<file path="src/design/sfd_pkg.sv">
// Constants and types for the set-features command decoder
// How it works
// - Opcode EFh; feature code selects parameter
// - Undefined feature code aborts, state unchanged
// - 02h/82h cache; reassign full forces off
// - Code 03h: count gives type and mode
// - Legal transfer types and mode ranges
// - 05h enables power management, 85h disables
// - Level decode: abort, idle, low-power, low-rpm
// - Low-power delay (x-80h)*5+120 seconds
// - Low-rpm delay (x-40h)*60+600, else 600
// - Low-rpm keeps set delay, else 120
// - Power state persists; soft reset rule
// - 06h/86h standby power-up, 07h spin-up
// - 10h/90h switch named serial link feature
// - 55h disables, AAh enables look-ahead
// - 66h disables, CCh enables soft-reset revert
// - Hard reset defaults cache, look-ahead, revert
// - Zero sector time means full rate
package sfd_pkg;
  // Register byte offsets
  localparam logic [7:0] ADR_FEATURE = 8'h00;
  localparam logic [7:0] ADR_SCOUNT = 8'h04;
  localparam logic [7:0] ADR_LBA_LO = 8'h08;
  localparam logic [7:0] ADR_LBA_MID = 8'h0C;
  localparam logic [7:0] ADR_LBA_HI = 8'h10;
  localparam logic [7:0] ADR_COMMAND = 8'h14;
  localparam logic [7:0] ADR_ERROR = 8'h18;
  localparam logic [7:0] ADR_STATUS = 8'h1C;
  localparam logic [7:0] ADR_FEAT_STATE = 8'h20;
  localparam logic [7:0] ADR_XFER = 8'h24;
  localparam logic [7:0] ADR_APM = 8'h28;
  localparam logic [7:0] ADR_DELAY1 = 8'h2C;
  localparam logic [7:0] ADR_DELAY2 = 8'h30;
  localparam logic [7:0] ADR_SECT_TIME = 8'h34;
  localparam logic [7:0] ADR_CONTROL = 8'h38;
  // Opcode and feature codes
  localparam logic [7:0] OP_SET_FEATURES = 8'hEF;
  localparam logic [7:0] FC_WC_ON = 8'h02;
  localparam logic [7:0] FC_XFER = 8'h03;
  localparam logic [7:0] FC_APM_ON = 8'h05;
  localparam logic [7:0] FC_PUIS_ON = 8'h06;
  localparam logic [7:0] FC_SPINUP = 8'h07;
  localparam logic [7:0] FC_SATA_ON = 8'h10;
  localparam logic [7:0] FC_SECT_TIME = 8'h43;
  localparam logic [7:0] FC_RLA_OFF = 8'h55;
  localparam logic [7:0] FC_REVERT_OFF = 8'h66;
  localparam logic [7:0] FC_WC_OFF = 8'h82;
  localparam logic [7:0] FC_APM_OFF = 8'h85;
  localparam logic [7:0] FC_PUIS_OFF = 8'h86;
  localparam logic [7:0] FC_SATA_OFF = 8'h90;
  localparam logic [7:0] FC_RLA_ON = 8'hAA;
  localparam logic [7:0] FC_REVERT_ON = 8'hCC;
  // Transfer types (upper five bits of the count)
  localparam logic [4:0] XT_PIO_DEF = 5'h00;
  localparam logic [4:0] XT_PIO_FC = 5'h01;
  localparam logic [4:0] XT_MWDMA = 5'h04;
  localparam logic [4:0] XT_UDMA = 5'h08;
  localparam logic [2:0] XM_PIO_DEF_MAX = 3'h1;
  localparam logic [2:0] XM_PIO_FC_MAX = 3'h4;
  localparam logic [2:0] XM_MWDMA_MAX = 3'h2;
  localparam logic [2:0] XM_UDMA_MAX = 3'h6;
  // Power management level bounds and delay arithmetic, seconds
  localparam logic [7:0] LVL_IDLE_MIN = 8'hC0;
  localparam logic [7:0] LVL_LPI_MIN = 8'h80;
  localparam logic [7:0] LVL_LRPM_MIN = 8'h40;
  localparam logic [8:0] LPI_STEP_S = 9'h005;
  localparam logic [8:0] LPI_BASE_S = 9'h078;
  localparam logic [12:0] LRPM_STEP_S = 13'h003C;
  localparam logic [12:0] LRPM_BASE_S = 13'h0258;
  // Register bit positions
  localparam int ERR_ABT_BIT = 2;
  localparam int ST_BSY_BIT = 7;
  localparam int ST_RDY_BIT = 6;
  localparam int ST_ERR_BIT = 0;
  localparam int CTL_REASSIGN_BIT = 0;
  localparam int CTL_SOFTRST_BIT = 1;
  localparam int CTL_STANDBY_BIT = 2;
  // Values after hard reset
  localparam logic RST_WCACHE = 1'b1;
  localparam logic RST_RLA = 1'b1;
  localparam logic RST_REVERT = 1'b0;
  localparam logic [7:0] RST_XFER = 8'h00;
  // AXI responses
  localparam logic [1:0] RESP_OKAY = 2'h0;
  localparam logic [1:0] RESP_SLVERR = 2'h2;
  typedef enum logic [1:0] {
    APM_OFF = 2'b00,
    APM_IDLE = 2'b01,
    APM_LPI = 2'b10,
    APM_LRPM = 2'b11
  } sfd_apm_e;
  typedef enum logic {
    ST_IDLE = 1'b0,
    ST_EXEC = 1'b1
  } sfd_state_e;
endpackage : sfd_pkg

</file>
<file path="src/design/sfd_apm_decode.sv">
// Power management level decoder with idle delay arithmetic
`timescale 1ns/1ps
module sfd_apm_decode (
  input wire logic [7:0] level_i, // Level from sector count
  output logic abort_o, // Level not accepted
  output sfd_pkg::sfd_apm_e mode_o, // Deepest saving state
  output logic [8:0] delay1_o, // Low-power idle delay, s
  output logic [12:0] delay2_o // Low-rpm idle delay, s
);
  logic [5:0] ofs_w;
  logic is_lpi_w;
  logic is_idle_w;
  logic is_hi_rpm_w;

  // Range classification
  assign ofs_w = level_i[5:0];
  assign abort_o = (level_i == 8'hFF) || (level_i == 8'h00);
  assign is_idle_w = level_i >= sfd_pkg::LVL_IDLE_MIN;
  assign is_lpi_w = !is_idle_w && level_i >= sfd_pkg::LVL_LPI_MIN;
  assign is_hi_rpm_w = !is_lpi_w && level_i >= sfd_pkg::LVL_LRPM_MIN;
  assign mode_o = is_idle_w ? sfd_pkg::APM_IDLE
                : is_lpi_w ? sfd_pkg::APM_LPI : sfd_pkg::APM_LRPM;

  // Delay arithmetic
  assign delay1_o = is_lpi_w
    ? 9'({3'h0, ofs_w} * sfd_pkg::LPI_STEP_S + sfd_pkg::LPI_BASE_S)
    : sfd_pkg::LPI_BASE_S;
  assign delay2_o = is_hi_rpm_w
    ? 13'({7'h00, ofs_w} * sfd_pkg::LRPM_STEP_S
          + sfd_pkg::LRPM_BASE_S)
    : sfd_pkg::LRPM_BASE_S;
endmodule : sfd_apm_decode

</file>
<file path="src/design/sfd_set_features.sv">
// Set-features command decoder with AXI4-Lite register access
`timescale 1ns/1ps
module sfd_set_features (
  input wire logic clock_i, // 40 MHz clock
  input wire logic srst_i, // Hard reset, sync, high
  input wire logic s_axi_awvalid, // Write address valid
  output logic s_axi_awready, // Write address ready
  input wire logic [7:0] s_axi_awaddr, // Write byte address
  input wire logic [2:0] s_axi_awprot, // Unused protection
  input wire logic s_axi_wvalid, // Write data valid
  output logic s_axi_wready, // Write data ready
  input wire logic [31:0] s_axi_wdata, // Write data
  input wire logic [3:0] s_axi_wstrb, // Byte strobes
  output logic s_axi_bvalid, // Write response valid
  input wire logic s_axi_bready, // Write response ready
  output logic [1:0] s_axi_bresp, // Write response
  input wire logic s_axi_arvalid, // Read address valid
  output logic s_axi_arready, // Read address ready
  input wire logic [7:0] s_axi_araddr, // Read byte address
  input wire logic [2:0] s_axi_arprot, // Unused protection
  output logic s_axi_rvalid, // Read data valid
  input wire logic s_axi_rready, // Read data ready
  output logic [31:0] s_axi_rdata, // Read data
  output logic [1:0] s_axi_rresp, // Read response
  output logic write_cache_on_o, // Effective write cache
  output logic look_ahead_on_o, // Read look-ahead enable
  output logic spin_up_o, // One-cycle spin-up request
  output logic busy_o // Command in progress
);
  sfd_pkg::sfd_state_e state_r;
  logic [7:0] feat_r, scnt_r, lba_lo_r, lba_mid_r, lba_hi_r, cmd_r;
  logic abt_r, err_r;
  logic wcache_r, rla_r, revert_r, puis_r;
  logic [7:0] sata_r;
  logic [7:0] xfer_r;
  sfd_pkg::sfd_apm_e apm_mode_r;
  logic [7:0] apm_lvl_r;
  logic [8:0] delay1_r;
  logic delay1_set_r;
  logic [12:0] delay2_r;
  logic [15:0] pio_time_r, dma_time_r;
  logic reassign_full_r, standby_r, soft_req_r;
  logic wc_eff_r, spin_r;
  logic bvalid_r, rvalid_r;
  logic [1:0] bresp_r, rresp_r;
  logic [31:0] rdata_r;
  logic wr_w, rd_w, exec_w, abort_w, apm_abort_w, xfer_ok_w, sata_ok_w;
  logic wr_lo_w, wr_map_w, rd_map_w, start_w, soft_w;
  sfd_pkg::sfd_apm_e apm_mode_w;
  logic [8:0] apm_d1_w;
  logic [12:0] apm_d2_w;
  logic [31:0] rd_mux_w;
  logic [7:0] status_w, error_w, feat_state_w;

  // Level and delay decode of the sector count
  sfd_apm_decode u_apm (
    .level_i(scnt_r),
    .abort_o(apm_abort_w),
    .mode_o(apm_mode_w),
    .delay1_o(apm_d1_w),
    .delay2_o(apm_d2_w)
  );

  // Legal transfer type and mode pairs
  function automatic logic xfer_legal(input logic [7:0] sel);
    logic [4:0] kind;
    logic [2:0] mode;
    kind = sel[7:3];
    mode = sel[2:0];
    case (kind)
      sfd_pkg::XT_PIO_DEF: xfer_legal = mode <= sfd_pkg::XM_PIO_DEF_MAX;
      sfd_pkg::XT_PIO_FC: xfer_legal = mode <= sfd_pkg::XM_PIO_FC_MAX;
      sfd_pkg::XT_MWDMA: xfer_legal = mode <= sfd_pkg::XM_MWDMA_MAX;
      sfd_pkg::XT_UDMA: xfer_legal = mode <= sfd_pkg::XM_UDMA_MAX;
      default: xfer_legal = 1'b0;
    endcase
  endfunction : xfer_legal

  // Bus handshakes and address decode
  assign wr_w = s_axi_awvalid && s_axi_wvalid && !bvalid_r;
  assign rd_w = s_axi_arvalid && !rvalid_r;
  assign s_axi_awready = wr_w;
  assign s_axi_wready = wr_w;
  assign s_axi_arready = rd_w;
  assign wr_lo_w = wr_w && s_axi_wstrb[0];
  assign wr_map_w = s_axi_awaddr <= sfd_pkg::ADR_CONTROL
                    && s_axi_awaddr[1:0] == 2'h0;
  assign rd_map_w = s_axi_araddr <= sfd_pkg::ADR_CONTROL
                    && s_axi_araddr[1:0] == 2'h0;
  assign start_w = wr_lo_w && s_axi_awaddr == sfd_pkg::ADR_COMMAND
                   && state_r == sfd_pkg::ST_IDLE;
  assign soft_w = wr_lo_w && s_axi_awaddr == sfd_pkg::ADR_CONTROL
                  && s_axi_wdata[sfd_pkg::CTL_SOFTRST_BIT];
  assign exec_w = state_r == sfd_pkg::ST_EXEC;

  // Feature code and parameter check
  assign xfer_ok_w = xfer_legal(scnt_r);
  assign sata_ok_w = scnt_r inside {8'h01, 8'h02, 8'h03, 8'h04, 8'h06};
  always_comb begin
    if (cmd_r != sfd_pkg::OP_SET_FEATURES) begin
      abort_w = 1'b1;
    end else begin
      case (feat_r)
        sfd_pkg::FC_WC_ON, sfd_pkg::FC_WC_OFF: abort_w = 1'b0;
        sfd_pkg::FC_XFER: abort_w = !xfer_ok_w;
        sfd_pkg::FC_APM_ON: abort_w = apm_abort_w;
        sfd_pkg::FC_APM_OFF, sfd_pkg::FC_PUIS_ON: abort_w = 1'b0;
        sfd_pkg::FC_PUIS_OFF, sfd_pkg::FC_SECT_TIME: abort_w = 1'b0;
        sfd_pkg::FC_SPINUP: abort_w = !puis_r;
        sfd_pkg::FC_SATA_ON, sfd_pkg::FC_SATA_OFF: abort_w = !sata_ok_w;
        sfd_pkg::FC_RLA_ON, sfd_pkg::FC_RLA_OFF: abort_w = 1'b0;
        sfd_pkg::FC_REVERT_ON, sfd_pkg::FC_REVERT_OFF: abort_w = 1'b0;
        default: abort_w = 1'b1;
      endcase
    end
  end

  // Command sequencer and parameter latches
  always_ff @(posedge clock_i) begin
    if (srst_i) begin
      state_r <= sfd_pkg::ST_IDLE;
      {feat_r, scnt_r, lba_lo_r, lba_mid_r, lba_hi_r} <= 40'h0;
      cmd_r <= 8'h00;
      abt_r <= 1'b0;
      err_r <= 1'b0;
    end else begin
      if (wr_lo_w && state_r == sfd_pkg::ST_IDLE) begin
        if (s_axi_awaddr == sfd_pkg::ADR_FEATURE) feat_r <= s_axi_wdata[7:0];
        if (s_axi_awaddr == sfd_pkg::ADR_SCOUNT) scnt_r <= s_axi_wdata[7:0];
        if (s_axi_awaddr == sfd_pkg::ADR_LBA_LO) lba_lo_r <= s_axi_wdata[7:0];
        if (s_axi_awaddr == sfd_pkg::ADR_LBA_MID)
          lba_mid_r <= s_axi_wdata[7:0];
        if (s_axi_awaddr == sfd_pkg::ADR_LBA_HI) lba_hi_r <= s_axi_wdata[7:0];
      end
      if (start_w) begin
        cmd_r <= s_axi_wdata[7:0];
        state_r <= sfd_pkg::ST_EXEC;
        abt_r <= 1'b0;
        err_r <= 1'b0;
      end else if (exec_w) begin
        state_r <= sfd_pkg::ST_IDLE;
        abt_r <= abort_w;
        err_r <= abort_w;
      end
    end
  end

  // Simple feature switches
  always_ff @(posedge clock_i) begin
    if (srst_i) begin
      wcache_r <= sfd_pkg::RST_WCACHE;
      rla_r <= sfd_pkg::RST_RLA;
      revert_r <= sfd_pkg::RST_REVERT;
      puis_r <= 1'b0;
      sata_r <= 8'h00;
      xfer_r <= sfd_pkg::RST_XFER;
      pio_time_r <= 16'h0000;
      dma_time_r <= 16'h0000;
    end else if (soft_req_r && revert_r) begin
      wcache_r <= sfd_pkg::RST_WCACHE;
      rla_r <= sfd_pkg::RST_RLA;
      xfer_r <= sfd_pkg::RST_XFER;
    end else if (exec_w && !abort_w) begin
      case (feat_r)
        sfd_pkg::FC_WC_ON: wcache_r <= 1'b1;
        sfd_pkg::FC_WC_OFF: wcache_r <= 1'b0;
        sfd_pkg::FC_XFER: xfer_r <= scnt_r;
        sfd_pkg::FC_PUIS_ON: puis_r <= 1'b1;
        sfd_pkg::FC_PUIS_OFF: puis_r <= 1'b0;
        sfd_pkg::FC_SATA_ON: sata_r[scnt_r[2:0]] <= 1'b1;
        sfd_pkg::FC_SATA_OFF: sata_r[scnt_r[2:0]] <= 1'b0;
        sfd_pkg::FC_RLA_OFF: rla_r <= 1'b0;
        sfd_pkg::FC_RLA_ON: rla_r <= 1'b1;
        sfd_pkg::FC_REVERT_OFF: revert_r <= 1'b0;
        sfd_pkg::FC_REVERT_ON: revert_r <= 1'b1;
        sfd_pkg::FC_SECT_TIME: begin
          pio_time_r <= {lba_lo_r, scnt_r};
          dma_time_r <= {lba_hi_r, lba_mid_r};
        end
        default: ;
      endcase
    end
  end

  // Power management state and idle delays
  always_ff @(posedge clock_i) begin
    if (srst_i || (soft_req_r && revert_r)) begin
      apm_mode_r <= sfd_pkg::APM_OFF;
      apm_lvl_r <= 8'h00;
      delay1_r <= 9'h000;
      delay1_set_r <= 1'b0;
      delay2_r <= 13'h0000;
    end else if (exec_w && !abort_w && feat_r == sfd_pkg::FC_APM_OFF) begin
      apm_mode_r <= sfd_pkg::APM_OFF;
      delay1_r <= 9'h000;
      delay1_set_r <= 1'b0;
      delay2_r <= 13'h0000;
    end else if (exec_w && !abort_w && feat_r == sfd_pkg::FC_APM_ON) begin
      apm_mode_r <= apm_mode_w;
      apm_lvl_r <= scnt_r;
      case (apm_mode_w)
        sfd_pkg::APM_LPI: begin
          delay1_r <= apm_d1_w;
          delay1_set_r <= 1'b1;
          delay2_r <= 13'h0000;
        end
        sfd_pkg::APM_LRPM: begin
          delay2_r <= apm_d2_w;
          delay1_set_r <= 1'b1;
          if (!delay1_set_r) delay1_r <= sfd_pkg::LPI_BASE_S;
        end
        default: begin
          delay1_r <= 9'h000;
          delay1_set_r <= 1'b0;
          delay2_r <= 13'h0000;
        end
      endcase
    end
  end

  // Control bits, spin-up pulse and effective cache
  always_ff @(posedge clock_i) begin
    if (srst_i) begin
      reassign_full_r <= 1'b0;
      standby_r <= 1'b0;
      soft_req_r <= 1'b0;
      spin_r <= 1'b0;
      wc_eff_r <= sfd_pkg::RST_WCACHE;
    end else begin
      soft_req_r <= soft_w;
      if (wr_lo_w && s_axi_awaddr == sfd_pkg::ADR_CONTROL) begin
        reassign_full_r <= s_axi_wdata[sfd_pkg::CTL_REASSIGN_BIT];
        standby_r <= s_axi_wdata[sfd_pkg::CTL_STANDBY_BIT];
      end else if (spin_r) begin
        standby_r <= 1'b0;
      end
      spin_r <= exec_w && !abort_w && feat_r == sfd_pkg::FC_SPINUP
                && standby_r;
      wc_eff_r <= wcache_r && !reassign_full_r;
    end
  end

  // Read data assembly
  assign status_w = {exec_w, !exec_w, 5'h00, err_r};
  assign error_w = {5'h00, abt_r, 2'h0};
  assign feat_state_w = {2'h0, standby_r, reassign_full_r, puis_r,
                         revert_r, rla_r, wc_eff_r};
  always_comb begin
    case (s_axi_araddr)
      sfd_pkg::ADR_FEATURE: rd_mux_w = {24'h0, feat_r};
      sfd_pkg::ADR_SCOUNT: rd_mux_w = {24'h0, scnt_r};
      sfd_pkg::ADR_LBA_LO: rd_mux_w = {24'h0, lba_lo_r};
      sfd_pkg::ADR_LBA_MID: rd_mux_w = {24'h0, lba_mid_r};
      sfd_pkg::ADR_LBA_HI: rd_mux_w = {24'h0, lba_hi_r};
      sfd_pkg::ADR_COMMAND: rd_mux_w = {24'h0, cmd_r};
      sfd_pkg::ADR_ERROR: rd_mux_w = {24'h0, error_w};
      sfd_pkg::ADR_STATUS: rd_mux_w = {24'h0, status_w};
      sfd_pkg::ADR_FEAT_STATE: rd_mux_w = {16'h0, sata_r, feat_state_w};
      sfd_pkg::ADR_XFER: rd_mux_w = {24'h0, xfer_r};
      sfd_pkg::ADR_APM: rd_mux_w = {22'h0, apm_mode_r, apm_lvl_r};
      sfd_pkg::ADR_DELAY1: rd_mux_w = {22'h0, delay1_set_r, delay1_r};
      sfd_pkg::ADR_DELAY2: rd_mux_w = {19'h0, delay2_r};
      sfd_pkg::ADR_SECT_TIME: rd_mux_w = {dma_time_r, pio_time_r};
      sfd_pkg::ADR_CONTROL: rd_mux_w = {29'h0, standby_r, 1'b0,
                                        reassign_full_r};
      default: rd_mux_w = 32'h0;
    endcase
  end

  // Bus responses
  always_ff @(posedge clock_i) begin
    if (srst_i) begin
      bvalid_r <= 1'b0;
      bresp_r <= sfd_pkg::RESP_OKAY;
      rvalid_r <= 1'b0;
      rresp_r <= sfd_pkg::RESP_OKAY;
      rdata_r <= 32'h0;
    end else begin
      if (wr_w) begin
        bvalid_r <= 1'b1;
        bresp_r <= wr_map_w ? sfd_pkg::RESP_OKAY : sfd_pkg::RESP_SLVERR;
      end else if (s_axi_bready) begin
        bvalid_r <= 1'b0;
      end
      if (rd_w) begin
        rvalid_r <= 1'b1;
        rresp_r <= rd_map_w ? sfd_pkg::RESP_OKAY : sfd_pkg::RESP_SLVERR;
        rdata_r <= rd_mux_w;
      end else if (s_axi_rready) begin
        rvalid_r <= 1'b0;
      end
    end
  end

  // Output drive
  assign s_axi_bvalid = bvalid_r;
  assign s_axi_bresp = bresp_r;
  assign s_axi_rvalid = rvalid_r;
  assign s_axi_rresp = rresp_r;
  assign s_axi_rdata = rdata_r;
  assign write_cache_on_o = wc_eff_r;
  assign look_ahead_on_o = rla_r;
  assign spin_up_o = spin_r;
  assign busy_o = exec_w;
endmodule : sfd_set_features

</file>
<file path="config.mk">
export PLATFORM = sky130hd
export DESIGN_NAME = sfd_set_features
export DESIGN_NICKNAME = d
export VERILOG_FILES = /design/src/design/sfd_pkg.sv /design/src/design/sfd_apm_decode.sv /design/src/design/sfd_set_features.sv
export SDC_FILE = /design/constraint.sdc
export NUM_CORES = 1
export LEC_CHECK = 0
export BUFFER_PORTS_ARGS = -buffer_cell sky130_fd_sc_hd__buf_2
export CORE_ASPECT_RATIO = 0.9
export CORE_MARGIN = 2
export CORE_UTILIZATION = 40
export CTS_CLUSTER_SIZE = 20
export DETAILED_ROUTE_END_ITERATION = 8
export GPL_ROUTABILITY_DRIVEN = 1
export PLACE_DENSITY = 0.67
export SLEW_MARGIN = 25
export SYNTH_ARGS = -nofsm -noshare
export SYNTH_HDL_FRONTEND = slang
export SYNTH_SLANG_ARGS = --single-unit
export TNS_END_PERCENT = 20
</file>
<file path="constraint.sdc">
create_clock -name clock_i -period 7.7 [get_ports clock_i]
set_input_delay 0.385 -clock clock_i [delete_from_list [all_inputs] [get_ports clock_i]]
set_output_delay 0.385 -clock clock_i [all_outputs]
set_load 0.05 [all_outputs]
</file>
======== Yosys cells after proc, flatten, opt, wreduce, memory -nomap -nowiden ========
Cells that the tools add are included.
W data, S select, Z words.
cells by class
  add/sub/neg operators ................... 2
  multipliers ............................. 2
  divide/modulo/power cells ............... 0
  $lt $le $gt $ge ......................... 11
  equality and inequality tests ........... 48
  shifts and indexed selects .............. 0
  mux-type cells .......................... 28
  bitwise operators ....................... 6
  reductions and logical operators ........ 68
operator list
  kind                      count
  $pmux W32 S15             1
  $eq A8 B6 Y1 const B      8
  $eq A8 B3 Y1 const B      7
  $eq A8 B5 Y1 const B      7
  $eq A8 B8 Y1 const B      7
  $eq A8 B2 Y1 const B      4
  $eq A8 B4 Y1 const B      4
  $mux W13                  2
  $eq A8 B7 Y1 const B      3
  $logic_not A8 Y1          3
  $logic_and A1 B1 Y1       21
  $reduce_and A2 Y1         10
  $mux W9                   2
  $pmux W9 S2               1
  $ge A8 B8 Y1 const B      2
  $le A8 B6 Y1 const B      2
  $pmux W8 S2               1
  $reduce_bool A2 Y1        8
  $add A12 B10 Y13 const B  1
  $reduce_and A3 Y1         4
  $mux W1                   11
  $logic_not A1 Y1          10
  $mul A6 B4 Y10 const B    1
  $reduce_or A10 Y1         1
  other kinds (29)          44
storage, ports and cells
  register bits ........................... 178
  latch bits .............................. 0
  memory bits (writable) .................. 0
  bits in read-only memories .............. 0
  bits of input ports ..................... 65
  output and inout bits ................... 45
  word-level logic and storage cells ...... 196
  memories kept ........................... 0

======== Depth between registers and ports, before layout ========
  word-level depth ........................ 10
  gate-level depth with buffers ........... 13

======== Modules after synthesis ========
From an unflattened synthesis, not the netlist that was laid out.
second synthesis, totals
  cells, all modules ...................... 1,096
  area, all modules ....................... 9,272.6 um2
modules (own cells, without submodules)
  module            times used  cells each  area each (um2)  sequential area each (um2)
  sfd_set_features  1           949         8,101.5          3,523.4
  sfd_apm_decode    1           147         1,171.1          0.0

======== Worst setup path after synthesis ========
OpenSTA, ideal clock, no wires.
  path kind ............................... register to register
  from .................................... register scnt_r[2]
  to ...................................... register delay2_r[11]
  setup time .............................. 0.122 ns
  arrival ................................. 3.485 ns
  data required time ...................... 7.578 ns
  setup slack ............................. 4.093 ns
  stages on the path, launching flop included .. 14
  buffers on the path ..................... 1
  clock period less this slack ............ 3.607 ns
  cells stage by stage .................... dfxtp_1 clkbuf_1 inv_1 fa_1 fa_1 inv_1 ha_1 xnor2_1 nor2_1 nor3_1 a21oi_1 nor2_1 xnor2_1 o21ai_0
on the way
  word-level cells in the longest chain between the ends .. 9
ends and longest elaborated chain
  element                                                   RTL line                 text
  start: declaration                                        sfd_set_features.sv:31   logic [7:0] feat_r, scnt_r, lba_lo_r, lba_mid_r, lba_hi_r, cmd_r;
  start signal: assignment                                  sfd_set_features.sv:129  if (s_axi_awaddr == sfd_pkg::ADR_SCOUNT) scnt_r <= s_axi_wdata[7:0];
  branches (longest 9 deep; another with $add A12 B10 Y13)  n/a
  end signal: assignment                                    sfd_set_features.sv:208  delay2_r <= apm_d2_w;
  end: declaration                                          sfd_set_features.sv:40   logic [12:0] delay2_r;
Several ways; the timed one is not identified.
A chain may end at the register's enable or synchronous reset.

======== Worst setup path in the final report ========
  from .................................... register scnt_r[3]
  to ...................................... register delay2_r[11]
on the way
  word-level cells in the longest chain between the ends .. 9
ends and longest elaborated chain
  element
  branches (longest 9 deep; another with $add A12 B10 Y13)
Several ways; the timed one is not identified.

==> metrics.txt <==
Post-Synthesis Cells=1032; Chip Height=144 um; DR pass1 iterations=5; ANT cells=0; routed vias=7778; layout cells sized above 1=13.3%; mean area per synthesized cell=8.48 um2; core area=21600 um2; CTS max path bufs=2; WL per Instance=18.5 um; Reg clk slew, reported paths=0.07 ns; Nets=1180; CTS Sinks=174; RR Endpoint=delay2_r[11]; CP endpoint=delay2_r[11]; Port-buffer cells=74; share of the yosys chip area belonging to registers=39.8%; GRT Util Overall=22.2%; I/O pins=110; Min-Delay Path Class=in2reg; Die W=160 um; # hold bufs at CTS=0; Resize count post-CTS=0; final wirelength=25.4 mm; post-synthesis cell type count=77; Worst EP required=8.01 ns; gpl congestion=0.964; Pleak=0.00379 uW; slack of the worst reg-to-reg path=3.67 ns; max_cap viols=0; die area=23100 um2; status=finished clean; DR WL met2=11.8 mm; crit path launch=scnt_r[3]; peak supply drop=0.129 mV; period utilisation layout=52.4%; number of fill cells=2155; via count of the first global-routing pass=7142; Critical Path AT=4.34 ns; initial antenna violation count=0; Synth Flop Type=dfxtp_1; Area Growth Syn to Fin=12.5%; DR DRC count=0; endpoint class of the critical path=flip-flop; worst r2r src=scnt_r[3]; Power Dens Cells=189 nW/um2; first-pass GRT wire length=39.9 mm; Tightest Pin Transition=0.913 ns; grt total ovfl=0; Initial Utilization=40.6%; crit-path max FO=11; critical path class=reg2reg; Async S/R FF share, synth=0%; clock latency on the worst-skew pair=0.43 ns; post-DP HPWL=17.7 mm; via density per instance=5.66; Hold Violations, Final=0; DR iter-0 viols=703; M1 WL=11.3 mm; Final Setup Violations=0; Post-synth EDFFs=0; Finished Core Util=45.7%; FF-to-FF path depth=12; DR top layer=met4; setup TNS=0 ns; min Tclk post-route=4.03 ns; H-Tree Depth=4; f_max=248 MHz; cts bufs inserted=17; largest net degree at the start of global routing=84; clock root cell=clkbuf_16; Yosys reg bits=174; CTS tree=built; clock skew=0.00898 ns; RSZ-0062 raised after global routing=no; Mapped Area=8750 um2; relative slew slack=39.1%; Post-DRT Antenna Nets=0; WL met3=1.97 mm; Setup Fix Bufs, Post-CTS=0; Syn. warnings=0; startpoint types=flip-flop; Std-Cell Rows=51; Slew Limit Fails=0
area by class of cell:
| class | instances | area, um2 | area share, % |
|---|---|---|---|
| clock buffers | 19 | 443 | 4.50 |
| clock inverters | 13 | 129 | 1.31 |
| inverters | 38 | 143 | 1.45 |
| multi-input cells | 753 | 4820 | 48.9 |
| flip-flops and latches | 174 | 3480 | 35.4 |
| well taps | 291 | 364 | 3.70 |
| repair buffers | 87 | 470 | 4.78 |
report_power, final:
part / switching (uW) / internal, uW
clock network: 381 / 461
registers: 3.70 / 906
logic: 84.6 / 25.4
through the flow:
step	total power [uW]	hold WS [ns]	worst slack [ns]	area (um2)	instances
floorplan	1000	0.422	4.09	8760	1033
global placement	1040	0.434	3.73	9280	1343
detailed placement	1040	0.438	3.73	9280	1343
CTS	1870	0.200	3.69	9850	1375
global route	1920	0.230	3.29	9850	1375
finish	1860	0.210	3.67	9850	1375
flip-flops by register name, summed over array words and instances (netlist names), 2 cells and up, named ones only:
signal	cells
apm_lvl_r	8
apm_mode_r	2
cmd_r	8
delay1_r	9
delay2_r	11
dma_time_r	16
feat_r	8
lba_hi_r	8
lba_lo_r	8
lba_mid_r	8
pio_time_r	16
s_axi_rdata	32
scnt_r	8
xfer_r	8
how the worst min path moves through the flow:
stage,startpoint,end,depth (start not counted)
floorplan,wcache_r,write_cache_on_o,1
global placement,s_axi_rdata[26],s_axi_rdata[26],2
detailed placement,wcache_r,write_cache_on_o,1
CTS,s_axi_rready,s_axi_rvalid,3
global route,s_axi_rready,s_axi_rvalid,3
finish,s_axi_rready,s_axi_rvalid,3
worst max-delay path: stages (launching register included):
cell,delay (ns)
dfxtp_1,0.73
inv_1,0.37
fa_1,0.53
fa_1,0.51
inv_1,0.04
ha_1,0.34
xnor2_1,0.24
nor2_1,0.08
nor3_1,0.38
a21oi_1,0.16
nor2_1,0.22
xnor2_1,0.18
o21ai_0,0.11
synthesized netlist by cell type (all sizes together), types with 25 or more instances:
library cell	instances	area, um2
nand3	57	285
dfxtp	174	3480
a21oi	96	495
nor2	114	433
buf	35	193
mux2i	56	561
a22oi	25	188
nor3	28	140
ha	31	388
nand2	141	529
inv	38	143
clkbuf	33	124
cell families after synthesis:
group / Yosys count / synth area share, %
muxes: 57 / 6.66
adders and majority gates: 44 / 7.40
other: 1 / 0.0428
AOI/OAI and AO/OA: 209 / 16.1
DFF: 174 / 39.8
buffers and inverters: 106 / 5.24
xor gates and xnor gates: 13 / 1.30
and+or+nand+nor: 428 / 23.4
layout by cell type (no fill, tap or decap), drive strengths merged, types with 13 or more instances in the layout:
| cell | n |
|---|---|
| o21ai | 16 |
| buf | 87 |
| fa | 13 |
| ha | 31 |
| nand3 | 57 |
| nand2b | 18 |
| inv | 43 |
| nor2 | 114 |
| nor3 | 28 |
| clkbuf | 19 |
| a22oi | 25 |
| a21oi | 96 |
| mux2i | 56 |
| nand2 | 141 |
| dfxtp | 174 |
| a221oi | 18 |
layer usage:
layer	GRT usage, %	vias up
met5	0	-
met4	6.64	0
met3	3.53	29
met2	36.2	306
met1	30.4	3721
li1	-	3722
No activity file was read; power rests on OpenSTA's default activity.
